--- src/pkg/vic_params.svh ---
/*
 * Offsets, field positions, reset values and cycle counts of the vectored
 * interrupt controller and its core-side partner.
 * Assumes inclusion by bare name from the package and both ends.
 */
`ifndef VIC_PARAMS_SVH
`define VIC_PARAMS_SVH

`define VIC_NUM_VEC        32
`define VIC_NUM_LVL        8
`define VIC_ADDR_W         8
`define VIC_PC_W           16

`define VIC_OFS_ENABLE     8'h00
`define VIC_OFS_SET_PENDING_FLAG   8'h04
`define VIC_OFS_CLR_PENDING_FLAG   8'h08
`define VIC_OFS_STATUS     8'h0c
`define VIC_OFS_SRC_LO     8'h10
`define VIC_OFS_SRC_HI     8'h14
`define VIC_OFS_PRIO0      8'h20
`define VIC_OFS_PRIO_LAST  8'h2c
`define VIC_OFS_VECT0      8'h80
`define VIC_OFS_VECT_LAST  8'hfc

`define VIC_STAT_LVL_LSB   0
`define VIC_STAT_DEPTH_LSB 4
`define VIC_STAT_BUSY_BIT  8

`define VIC_RST_ENABLE     32'h0000_0000
`define VIC_RST_SRC        2'h0
`define VIC_RST_PRIO       3'h7
`define VIC_RST_VECT       16'h0000
`define VIC_IDLE_LVL       4'h8

`define VIC_FIXED_USED     32'hebff_fffb

`define VIC_EVAL_CLOCKS    3
`define VIC_ACK_CYCLES     7

`endif

--- src/pkg/vic_pkg.sv ---
/*
 * Types shared by the interrupt controller and its core-side partner.
 * Assumes vic_params.svh is on the include path.
 */
`include "vic_params.svh"

package vic_pkg;
    typedef logic [`VIC_NUM_VEC-1:0] vic_vec_t;
    typedef logic [4:0]              vic_num_t;
    typedef logic [2:0]              vic_prio_t;
    typedef logic [3:0]              vic_lvl_t;
    typedef logic [`VIC_PC_W-1:0]    vic_addr_t;
    typedef logic [31:0]             vic_word_t;
    typedef logic [`VIC_ADDR_W-1:0]  vic_ofs_t;

    typedef enum logic [1:0] {
        VIC_SRC_FIXED,
        VIC_SRC_DMA,
        VIC_SRC_FABRIC,
        VIC_SRC_NONE
    } vic_src_t;
endpackage

--- src/pkg/vic_if.sv ---
/*
 * Link between the interrupt controller and the CPU core.
 * Assumes both ends share one clock; the testbench instantiates and joins them.
 */
`timescale 1ns/1ns

interface vic_if;
    import vic_pkg::*;
    logic      irq;
    vic_num_t  irq_num;
    vic_addr_t isr_addr;
    logic      core_irq_acknowledge;
    logic      return_from_interrupt;
    logic      handler_complete;

    modport ctrl (
        output irq,
        output irq_num,
        output isr_addr,
        output handler_complete,
        input  core_irq_acknowledge,
        input  return_from_interrupt
    );

    modport cpu (
        input  irq,
        input  irq_num,
        input  isr_addr,
        input  handler_complete,
        output core_irq_acknowledge,
        output return_from_interrupt
    );
endinterface

--- src/core/vic_ctrl.sv ---
/*
 * Vectored interrupt controller: 32 vectors with source select, enable, priority, handler address, nesting stack.
 * Assumes requests synchronous to clk_i and a software port with read data one cycle after the strobe.
 */
// The plain strobed port and the register addresses are this design's own decisions.
// Contract
// - Thirty-two vectors, each with programmable handler address.
// - Eight run-time priorities, eight nesting levels.
// - Each vector has its own enable.
// - Software can set and clear pending.
// - Core finishes instruction, pushes PC, jumps.
// - Return instruction pops saved PC.
// - Equal priority: lower vector number wins.
// - Source per vector: fixed, DMA or fabric.
// - DMA vectors 0-15 low bus, 16-31 high.
// - Fabric source: vector n takes line n.
// - Request sets pending on next clock edge.
// - Posted flag follows pending one step later.
// - Evaluation three clocks, then request and number.
// - Present handler address; core acknowledges, reads it.
// - Acknowledge clears pending, then posted.
// - Acknowledge removed after seven cycles.
// - Return pulse restores previous active level and raises completion pulse.
`timescale 1ns/1ns
`include "vic_params.svh"

module vic_ctrl #(
    parameter logic [31:0] FIXED_USED = `VIC_FIXED_USED
) (
    input  wire logic             clk_i,
    input  wire logic             arst_n_i,
    input  wire logic             ce_i,
    input  wire vic_pkg::vic_vec_t fixed_req_i,
    input  wire logic [15:0]      dma_term_out_low_i,
    input  wire logic [15:0]      dma_term_out_high_i,
    input  wire vic_pkg::vic_vec_t fabric_req_i,
    input  wire vic_pkg::vic_ofs_t reg_addr_i,
    input  wire vic_pkg::vic_word_t reg_wdata_i,
    input  wire logic             reg_wr_i,
    input  wire logic             reg_rd_i,
    output vic_pkg::vic_word_t    reg_rdata_o,
    vic_if.ctrl                   link
);
    import vic_pkg::*;

    typedef enum logic [1:0] {ST_IDLE, ST_EVAL, ST_REQ, ST_ACK} st_t;

    vic_vec_t  enable;
    vic_vec_t  pending_flag;
    vic_vec_t  posted_flag;
    vic_vec_t  src_prev;
    vic_vec_t  src_now;
    vic_src_t  src_sel [`VIC_NUM_VEC];
    vic_prio_t prio    [`VIC_NUM_VEC];
    vic_addr_t vect    [`VIC_NUM_VEC];
    vic_lvl_t  lvl_stack [`VIC_NUM_LVL];
    vic_lvl_t  active_lvl;
    logic [3:0] depth;
    st_t       state;
    logic [1:0] eval_cnt;
    vic_num_t  win_num;
    logic      win_ok;
    vic_num_t  take_num;
    logic      irq_q;
    logic      done_q;
    vic_num_t  num_q;
    vic_addr_t addr_q;
    vic_word_t rdata;
    vic_vec_t  sw_set;
    vic_vec_t  sw_clr;
    vic_vec_t  hw_set;
    vic_vec_t  ack_clr;
    vic_vec_t  posted_flag_clr;
    logic      ack_seen;

    generate
        for (genvar v = 0; v < `VIC_NUM_VEC; v++) begin : g_src
            always_comb begin
                case (src_sel[v])
                    VIC_SRC_FIXED:  src_now[v] = fixed_req_i[v] & FIXED_USED[v];
                    VIC_SRC_DMA:    src_now[v] = (v < 16) ? dma_term_out_low_i[v % 16] : dma_term_out_high_i[v % 16];
                    VIC_SRC_FABRIC: src_now[v] = fabric_req_i[v];
                    default:        src_now[v] = 1'b0;
                endcase
            end
        end
    endgenerate

    // winner search: lowest level, then lowest vector, strictly below active.
    function automatic logic [5:0] pick(input vic_vec_t cand, input vic_lvl_t lim);
        logic [5:0] res;
        vic_lvl_t   best;
        res  = 6'h00;
        best = lim;
        for (int i = 0; i < `VIC_NUM_VEC; i++) begin
            if (cand[i] && ({1'b0, prio[i]} < best)) begin
                best = {1'b0, prio[i]};
                res  = {1'b1, i[4:0]};
            end
        end
        return res;
    endfunction

    always_comb {win_ok, win_num} = pick(posted_flag & enable, active_lvl);

    function automatic logic wr_hit(input vic_ofs_t ofs);
        return reg_wr_i && (reg_addr_i == ofs);
    endfunction

    assign hw_set   = src_now & ~src_prev;
    always_comb sw_set = wr_hit(`VIC_OFS_SET_PENDING_FLAG) ? reg_wdata_i : '0;
    always_comb sw_clr = wr_hit(`VIC_OFS_CLR_PENDING_FLAG) ? reg_wdata_i : '0;
    assign ack_seen = (state == ST_REQ) && link.core_irq_acknowledge;
    assign ack_clr  = ack_seen ? (vic_vec_t'(1) << take_num) : '0;

    always_ff @(posedge clk_i or negedge arst_n_i) begin
        if (!arst_n_i) src_prev <= '0;
        else if (ce_i) src_prev <= src_now;
    end

    always_ff @(posedge clk_i or negedge arst_n_i) begin
        if (!arst_n_i) begin
            pending_flag <= '0;
        end else if (ce_i) begin
            pending_flag <= (pending_flag & ~sw_clr & ~ack_clr) | hw_set | sw_set;
        end
    end

    // posted follows pending, cleared one cycle after pending
    always_ff @(posedge clk_i or negedge arst_n_i) begin
        if (!arst_n_i) begin
            posted_flag <= '0;
            posted_flag_clr    <= '0;
        end else if (ce_i) begin
            posted_flag_clr    <= ack_clr | sw_clr;
            posted_flag <= (posted_flag & ~posted_flag_clr & ~(sw_clr & ~pending_flag)) | pending_flag;
        end
    end

    always_ff @(posedge clk_i or negedge arst_n_i) begin
        if (!arst_n_i) begin
            state    <= ST_IDLE;
            eval_cnt <= 2'h0;
            take_num <= 5'h00;
            irq_q    <= 1'b0;
        end else if (ce_i) begin
            case (state)
                ST_IDLE: begin
                    if (win_ok) begin
                        state    <= ST_EVAL;
                        eval_cnt <= 2'(`VIC_EVAL_CLOCKS - 1);
                    end
                end
                ST_EVAL: begin
                    if (!win_ok) begin
                        state <= ST_IDLE;
                    end else if (eval_cnt == 2'h1) begin
                        state    <= ST_REQ;
                        take_num <= win_num;
                        irq_q    <= 1'b1;
                    end
                    eval_cnt <= eval_cnt - 2'h1;
                end
                ST_REQ: begin
                    if (link.core_irq_acknowledge) begin
                        state <= ST_ACK;
                        irq_q <= 1'b0;
                    end
                end
                ST_ACK: begin
                    if (!link.core_irq_acknowledge) state <= ST_IDLE;
                end
                default: state <= ST_IDLE;
            endcase
        end
    end

    // number and handler address held for the core to read
    always_ff @(posedge clk_i or negedge arst_n_i) begin
        if (!arst_n_i) begin
            num_q  <= 5'h00;
            addr_q <= `VIC_RST_VECT;
        end else if (ce_i && state == ST_EVAL && eval_cnt == 2'h1) begin
            num_q  <= win_num;
            addr_q <= vect[win_num];
        end
    end

    always_ff @(posedge clk_i or negedge arst_n_i) begin
        if (!arst_n_i) begin
            active_lvl <= `VIC_IDLE_LVL;
            depth      <= 4'h0;
            done_q     <= 1'b0;
            for (int i = 0; i < `VIC_NUM_LVL; i++) lvl_stack[i] <= `VIC_IDLE_LVL;
        end else if (ce_i) begin
            done_q <= 1'b0;
            if (ack_seen && depth < 4'(`VIC_NUM_LVL)) begin
                lvl_stack[depth[2:0]] <= active_lvl;
                active_lvl            <= {1'b0, prio[take_num]};
                depth                 <= depth + 4'h1;
            end else if (link.return_from_interrupt && depth != 4'h0) begin
                active_lvl <= lvl_stack[depth[2:0] - 3'h1];
                depth      <= depth - 4'h1;
                done_q     <= 1'b1;
            end
        end
    end

    // Configuration registers; vectors are reached one word each.
    always_ff @(posedge clk_i or negedge arst_n_i) begin
        if (!arst_n_i) begin
            enable <= `VIC_RST_ENABLE;
            for (int i = 0; i < `VIC_NUM_VEC; i++) begin
                src_sel[i] <= vic_src_t'(`VIC_RST_SRC);
                prio[i]    <= `VIC_RST_PRIO;
                vect[i]    <= `VIC_RST_VECT;
            end
        end else if (ce_i && reg_wr_i) begin
            if (reg_addr_i == `VIC_OFS_ENABLE) enable <= reg_wdata_i;
            for (int i = 0; i < `VIC_NUM_VEC; i++) begin
                if (reg_addr_i == (i < 16 ? `VIC_OFS_SRC_LO : `VIC_OFS_SRC_HI)) begin
                    src_sel[i] <= vic_src_t'(reg_wdata_i[2*(i%16) +: 2]);
                end
                if (reg_addr_i == vic_ofs_t'(`VIC_OFS_PRIO0 + 4*(i/8))) prio[i] <= reg_wdata_i[4*(i%8) +: 3];
                if (reg_addr_i == vic_ofs_t'(`VIC_OFS_VECT0 + 4*i)) vect[i] <= reg_wdata_i[15:0];
            end
        end
    end

    always_comb begin
        rdata = '0;
        for (int i = 0; i < `VIC_NUM_VEC; i++) begin
            if (reg_addr_i == (i < 16 ? `VIC_OFS_SRC_LO : `VIC_OFS_SRC_HI)) rdata[2*(i%16) +: 2] = src_sel[i];
            if (reg_addr_i == vic_ofs_t'(`VIC_OFS_PRIO0 + 4*(i/8))) rdata[4*(i%8) +: 3] = prio[i];
            if (reg_addr_i == vic_ofs_t'(`VIC_OFS_VECT0 + 4*i)) rdata[15:0] = vect[i];
        end
        case (reg_addr_i)
            `VIC_OFS_ENABLE:   rdata = enable;
            `VIC_OFS_SET_PENDING_FLAG: rdata = pending_flag;
            `VIC_OFS_CLR_PENDING_FLAG: rdata = posted_flag;
            `VIC_OFS_STATUS: begin
                rdata[`VIC_STAT_LVL_LSB +: 4]   = active_lvl;
                rdata[`VIC_STAT_DEPTH_LSB +: 4] = depth;
                rdata[`VIC_STAT_BUSY_BIT]       = (state != ST_IDLE);
            end
            default: ;
        endcase
    end

    // Read data stands only in the cycle after the strobe.
    always_ff @(posedge clk_i or negedge arst_n_i) begin
        if (!arst_n_i) begin
            reg_rdata_o <= '0;
        end else if (ce_i) begin
            reg_rdata_o <= reg_rd_i ? rdata : '0;
        end
    end

    assign link.irq              = irq_q;
    assign link.irq_num          = num_q;
    assign link.isr_addr         = addr_q;
    assign link.handler_complete = done_q;
endmodule // vic_ctrl

--- src/flat_wrapper.sv ---
// flat-port wrapper written by rule: the top's interface ports become plain ports
module vic_ctrl_flat import vic_pkg::*;
#(
    parameter logic [31:0] FIXED_USED = `VIC_FIXED_USED
)
  (clk_i, arst_n_i, ce_i, fixed_req_i, dma_term_out_low_i, dma_term_out_high_i, fabric_req_i, reg_addr_i, reg_wdata_i, reg_wr_i, reg_rd_i, reg_rdata_o, link_irq, link_irq_num, link_isr_addr, link_handler_complete, link_core_irq_acknowledge, link_return_from_interrupt);
  vic_if link_i ();
  input  wire logic clk_i;
  input  wire logic arst_n_i;
  input  wire logic ce_i;
  input  wire vic_pkg::vic_vec_t fixed_req_i;
  input  wire logic [15:0] dma_term_out_low_i;
  input  wire logic [15:0] dma_term_out_high_i;
  input  wire vic_pkg::vic_vec_t fabric_req_i;
  input  wire vic_pkg::vic_ofs_t reg_addr_i;
  input  wire vic_pkg::vic_word_t reg_wdata_i;
  input  wire logic reg_wr_i;
  input  wire logic reg_rd_i;
  output vic_pkg::vic_word_t reg_rdata_o;
  output wire logic [$bits(link_i.irq)-1:0] link_irq;
  output wire logic [$bits(link_i.irq_num)-1:0] link_irq_num;
  output wire logic [$bits(link_i.isr_addr)-1:0] link_isr_addr;
  output wire logic [$bits(link_i.handler_complete)-1:0] link_handler_complete;
  input wire logic [$bits(link_i.core_irq_acknowledge)-1:0] link_core_irq_acknowledge;
  input wire logic [$bits(link_i.return_from_interrupt)-1:0] link_return_from_interrupt;
  assign link_irq = link_i.irq;
  assign link_irq_num = link_i.irq_num;
  assign link_isr_addr = link_i.isr_addr;
  assign link_handler_complete = link_i.handler_complete;
  assign link_i.core_irq_acknowledge = link_core_irq_acknowledge;
  assign link_i.return_from_interrupt = link_return_from_interrupt;
  vic_ctrl #(.FIXED_USED(FIXED_USED)) u_core (.clk_i(clk_i), .arst_n_i(arst_n_i), .ce_i(ce_i), .fixed_req_i(fixed_req_i), .dma_term_out_low_i(dma_term_out_low_i), .dma_term_out_high_i(dma_term_out_high_i), .fabric_req_i(fabric_req_i), .reg_addr_i(reg_addr_i), .reg_wdata_i(reg_wdata_i), .reg_wr_i(reg_wr_i), .reg_rd_i(reg_rd_i), .reg_rdata_o(reg_rdata_o), .link(link_i));
endmodule
--- config.mk ---
export PLATFORM = sky130hd
export DESIGN_NAME = vic_ctrl_flat
export DESIGN_NICKNAME = d
export VERILOG_FILES = /design/src/pkg/vic_pkg.sv /design/src/pkg/vic_if.sv /design/src/core/vic_ctrl.sv /design/src/flat_wrapper.sv
export VERILOG_INCLUDE_DIRS = /design/src /design/src/pkg
export SDC_FILE = /design/constraint.sdc
export NUM_CORES = 2
export LEC_CHECK = 0
export BUFFER_PORTS_ARGS = -buffer_cell sky130_fd_sc_hd__buf_2
export CAP_MARGIN = 0
export CORE_UTILIZATION = 45
export CTS_CLUSTER_SIZE = 24
export DETAILED_ROUTE_END_ITERATION = 7
export SETUP_SLACK_MARGIN = 0.2
export SLEW_MARGIN = 20
export SYNTH_ARGS = -nofsm -noshare
export SYNTH_HDL_FRONTEND = slang
export SYNTH_SLANG_ARGS = --single-unit
--- constraint.sdc ---
create_clock -name clk_i -period 102.7 [get_ports clk_i]
set_input_delay 5.135 -clock clk_i [delete_from_list [all_inputs] [get_ports clk_i]]
set_output_delay 5.135 -clock clk_i [all_outputs]
set_load 0.01 [all_outputs]
==> reports/metrics.cfg <==
[outcome]
outcome = complete, no violations

[logic_synthesis]
seq_area_frac_synth_pct = 44.30
ys_seq_elements = 936
mappedNetlistArea_um2 = 53170
synth_fp_nets = 5386
ys_top_cells_by_area = dfrtp_1, mux2_2, dfstp_2, nand2_1, mux2i_1
netlist.area_leader.share_pct = 39.11
synth_cells = 5197
yosys.area.top_type = dfrtp_1
ys_warn_count = 0
async_flop_share_pct = 100.0
ys_top_cells_by_count = dfrtp_1, mux2_2, nand2_1
synthMostInstantiatedCell = dfrtp_1
synth_cell_type_count = 115
synth_area_per_cell_um2 = 10.23
ys.flop_type = dfrtp_1
synth_enable_flop_cells = 0

[power]
p_seq_share_pct = 45.0
powerDensity_nw_per_um2 = 15.00
cellInternalPower_uw = 654.7
switchingPower_uw = 239.0
power_leakage_nw = 26.52
switching_share_pct = 26.74
clkPwrFrac_pct = 46.3
peakVddDrop_mv = 0.01465
total_power_uw = 893.8
pwr-share-comb_pct = 8.6

[clock_network]
clock_sinks = 936
clkTransAtPathRegs_ns = 0.06
clock_path_buffers = 3
clkLatencyLatePin_ns = 0.73
root_buffer = clkbuf_16
ctsResizeCount = 0
tritoncts = yes
h-tree-depth = 3
cts.hold.buffers_added = 0
cts_buffers = 106
cts_setup_buffers = 0

[drt]
via_per_inst = 6.899
drt_iter0_markers = 7213
detail-route-antenna-nets = 0
vias = 47500
drc = 0
first_pass_iters = 8
wirelength_mm = 230.6
wl_per_cell_um = 33.49

[global_routing]
grt_max_degree = 180
grt_pass1_wl_mm = 328.0
grt-ovfl-total = 0
antenna_found_initial = 15
grt_usage_pct = 37.68
grt_pass1_vias = 44897

[critical_path]
path_common_cell = ha_1
critPathLaunchType = flop
cp-end-kind = flop
critPathSlowestCell = buf_4
cp.required_ns = 103.17
cp_max_fo = 45
crit_type = flop to flop
cp_data_arrival_time_ns = 50.35
crit_path_max_incr_delay_ns = 0.65

[die]
floorplan.initialDensity_pct = 45.57
coreArea_um2 = 116700
die_y_um = 345.7
die_w_um = 345.7
dieArea_um2 = 119500
ios = 198
fp-row-count = 125

[timing]
rsz0062_at_grt = no
finalCritPeriodShare_pct = 48.57
hold_viol_final = 0
drv_slew = 0
tightest_slew_ns = 1.376
maxSlewHeadroom_pct = 8.274
fmax_ghz = 0.02005
fin_crit_ns = 49.88
clock_skew_ns = 0.03699
setup_viol = 0
finalSetupTns_ns = 0

[placed_design]
hpwl_mm = 157.5
dp.cells = 6683
numPortBuffers = 194
gp_congestion = 0.9983

[final_layout]
final_cells = 6885
synthToLayoutAreaGrowth_pct = 12.06
drive_above_1_share_pct = 28.02
nets = 5456

[min_path]
min_path_type = flop to flop

[job]
cap_violations = 0

stage by stage:
stage	hold slack [ns]	util, %	setup slack (ns)	cell area, um^2
2_1_floorplan	0.4446	-	63.73	53170
4_1_cts	0.4785	51.05	54.16	59560
3_3_place_gp	0.4574	47.83	54.37	55800
6_report	0.4716	51.07	52.82	59580
5_1_grt	0.4904	51.06	49.17	59570
3_5_place_dp	0.4675	47.83	54.40	55800
critical path: cells and delay by family (launching register included):
kind	cells	cell delay (ns)
buf+inv	24	3.24
simple gates	76	12.85
mux	15	4.68
compound gates	84	20.23
flops	1	0.46
fa+ha+maj	32	8.03
placed cells by master (no fill, tap or decap), types with 18 or more instances in the layout:
| cell type | instances |
|---|---|
| a21oi_1 | 266 |
| nand3_1 | 219 |
| dfstp_2 | 105 |
| nand2_1 | 502 |
| o22ai_1 | 20 |
| o21ai_0 | 265 |
| nor3_1 | 41 |
| and2_1 | 38 |
| a31oi_1 | 88 |
| or3_1 | 18 |
| a211oi_1 | 19 |
| clkinv_2 | 28 |
| ha_1 | 45 |
| dfrtp_1 | 830 |
| a221oi_1 | 105 |
| nor2_1 | 315 |
| a32oi_1 | 31 |
| inv_1 | 128 |
| and3_1 | 39 |
| a22oi_1 | 106 |
| buf_4 | 133 |
| buf_2 | 192 |
| mux2i_1 | 154 |
| a221o_1 | 23 |
| o211ai_1 | 44 |
| a22o_1 | 56 |
| mux4_2 | 38 |
| clkbuf_16 | 109 |
| nand2b_1 | 33 |
| nand4_1 | 56 |
| a21o_1 | 69 |
| a222oi_1 | 65 |
| mux2_2 | 737 |
| o211a_1 | 18 |
state kept, by name, indices dropped and copies added (netlist names), 2 cells and up, named ones only:
name                    cells
u_core.active_lvl           4
u_core.depth                4
u_core.enable              32
u_core.eval_cnt             2
u_core.link.irq_num         5
u_core.link.isr_addr       16
u_core.lvl_stack           32
u_core.pending_flag        32
u_core.posted_flag         32
u_core.posted_flag_clr     32
u_core.prio                96
u_core.reg_rdata_o         32
u_core.src_prev            32
u_core.src_sel             64
u_core.take_num             5
u_core.vect               512
final timing paths:
check,start,end,slack (ns),depth (start not counted)
max,u_core.active_lvl[2],u_core.link.isr_addr[6],52.82,231
min,u_core.lvl_stack[29],u_core.lvl_stack[29],0.47,2
max reg2reg,u_core.active_lvl[2],u_core.link.isr_addr[6],52.82,231
min reg2reg,u_core.lvl_stack[29],u_core.lvl_stack[29],0.47,2
max in group asynchronous,arst_n_i,u_core.enable[12],93.54,6
min in group asynchronous,arst_n_i,u_core.vect[296],4.44,1
per-layer routing:
metal  routed length (um)  global-route usage, %  part of all wire [%]
met2                97140                  54.70                    42
met5                   26                      0                 0.011
met3                26160                  9.655                    11
met4                17280                  23.72                   7.5
met1                89960                  50.08                    39
layout make-up:
type                    count  area [um^2]
inverters                 131        493.0
clock inverters            55        737.0
multi-input cells        3762        27810
clock buffers             142         3022
well taps                1524         1907
diodes                      5        12.51
fillers                 10612        57090
repair buffers            330         2046
flip-flops and latches    936        23560
logic make-up (layout without fill, tap and decap cells):
family                     after synthesis  after routing  synth area share [%]
DFF                                    936            936                 44.30
adders and majority gates               53             53                 1.231
other                                    0              5                     0
xor gates and xnor gates                 3              3               0.04943
AOI/OAI and AO/OA                     1411           1411                 18.89
muxes                                  930            930                 20.14
and+or+nand+nor                       1365           1365                 11.64
buffers and inverters                  499            658                 3.744
power by group through the flow:
| stage | clock [mW] | combinational, mW | sequential (mW) |
|---|---|---|---|
| 6_report | 0.414 | 0.0772 | 0.403 |
| 3_5_place_dp | 0 | 0.0760 | 0.408 |
| 4_1_cts | 0.416 | 0.0763 | 0.401 |
| 5_1_grt | 0.430 | 0.0827 | 0.404 |
| 2_1_floorplan | 0 | 0.0441 | 0.399 |
| 3_3_place_gp | 0 | 0.0750 | 0.407 |
Note: power is estimated with default switching activity, not from simulation.
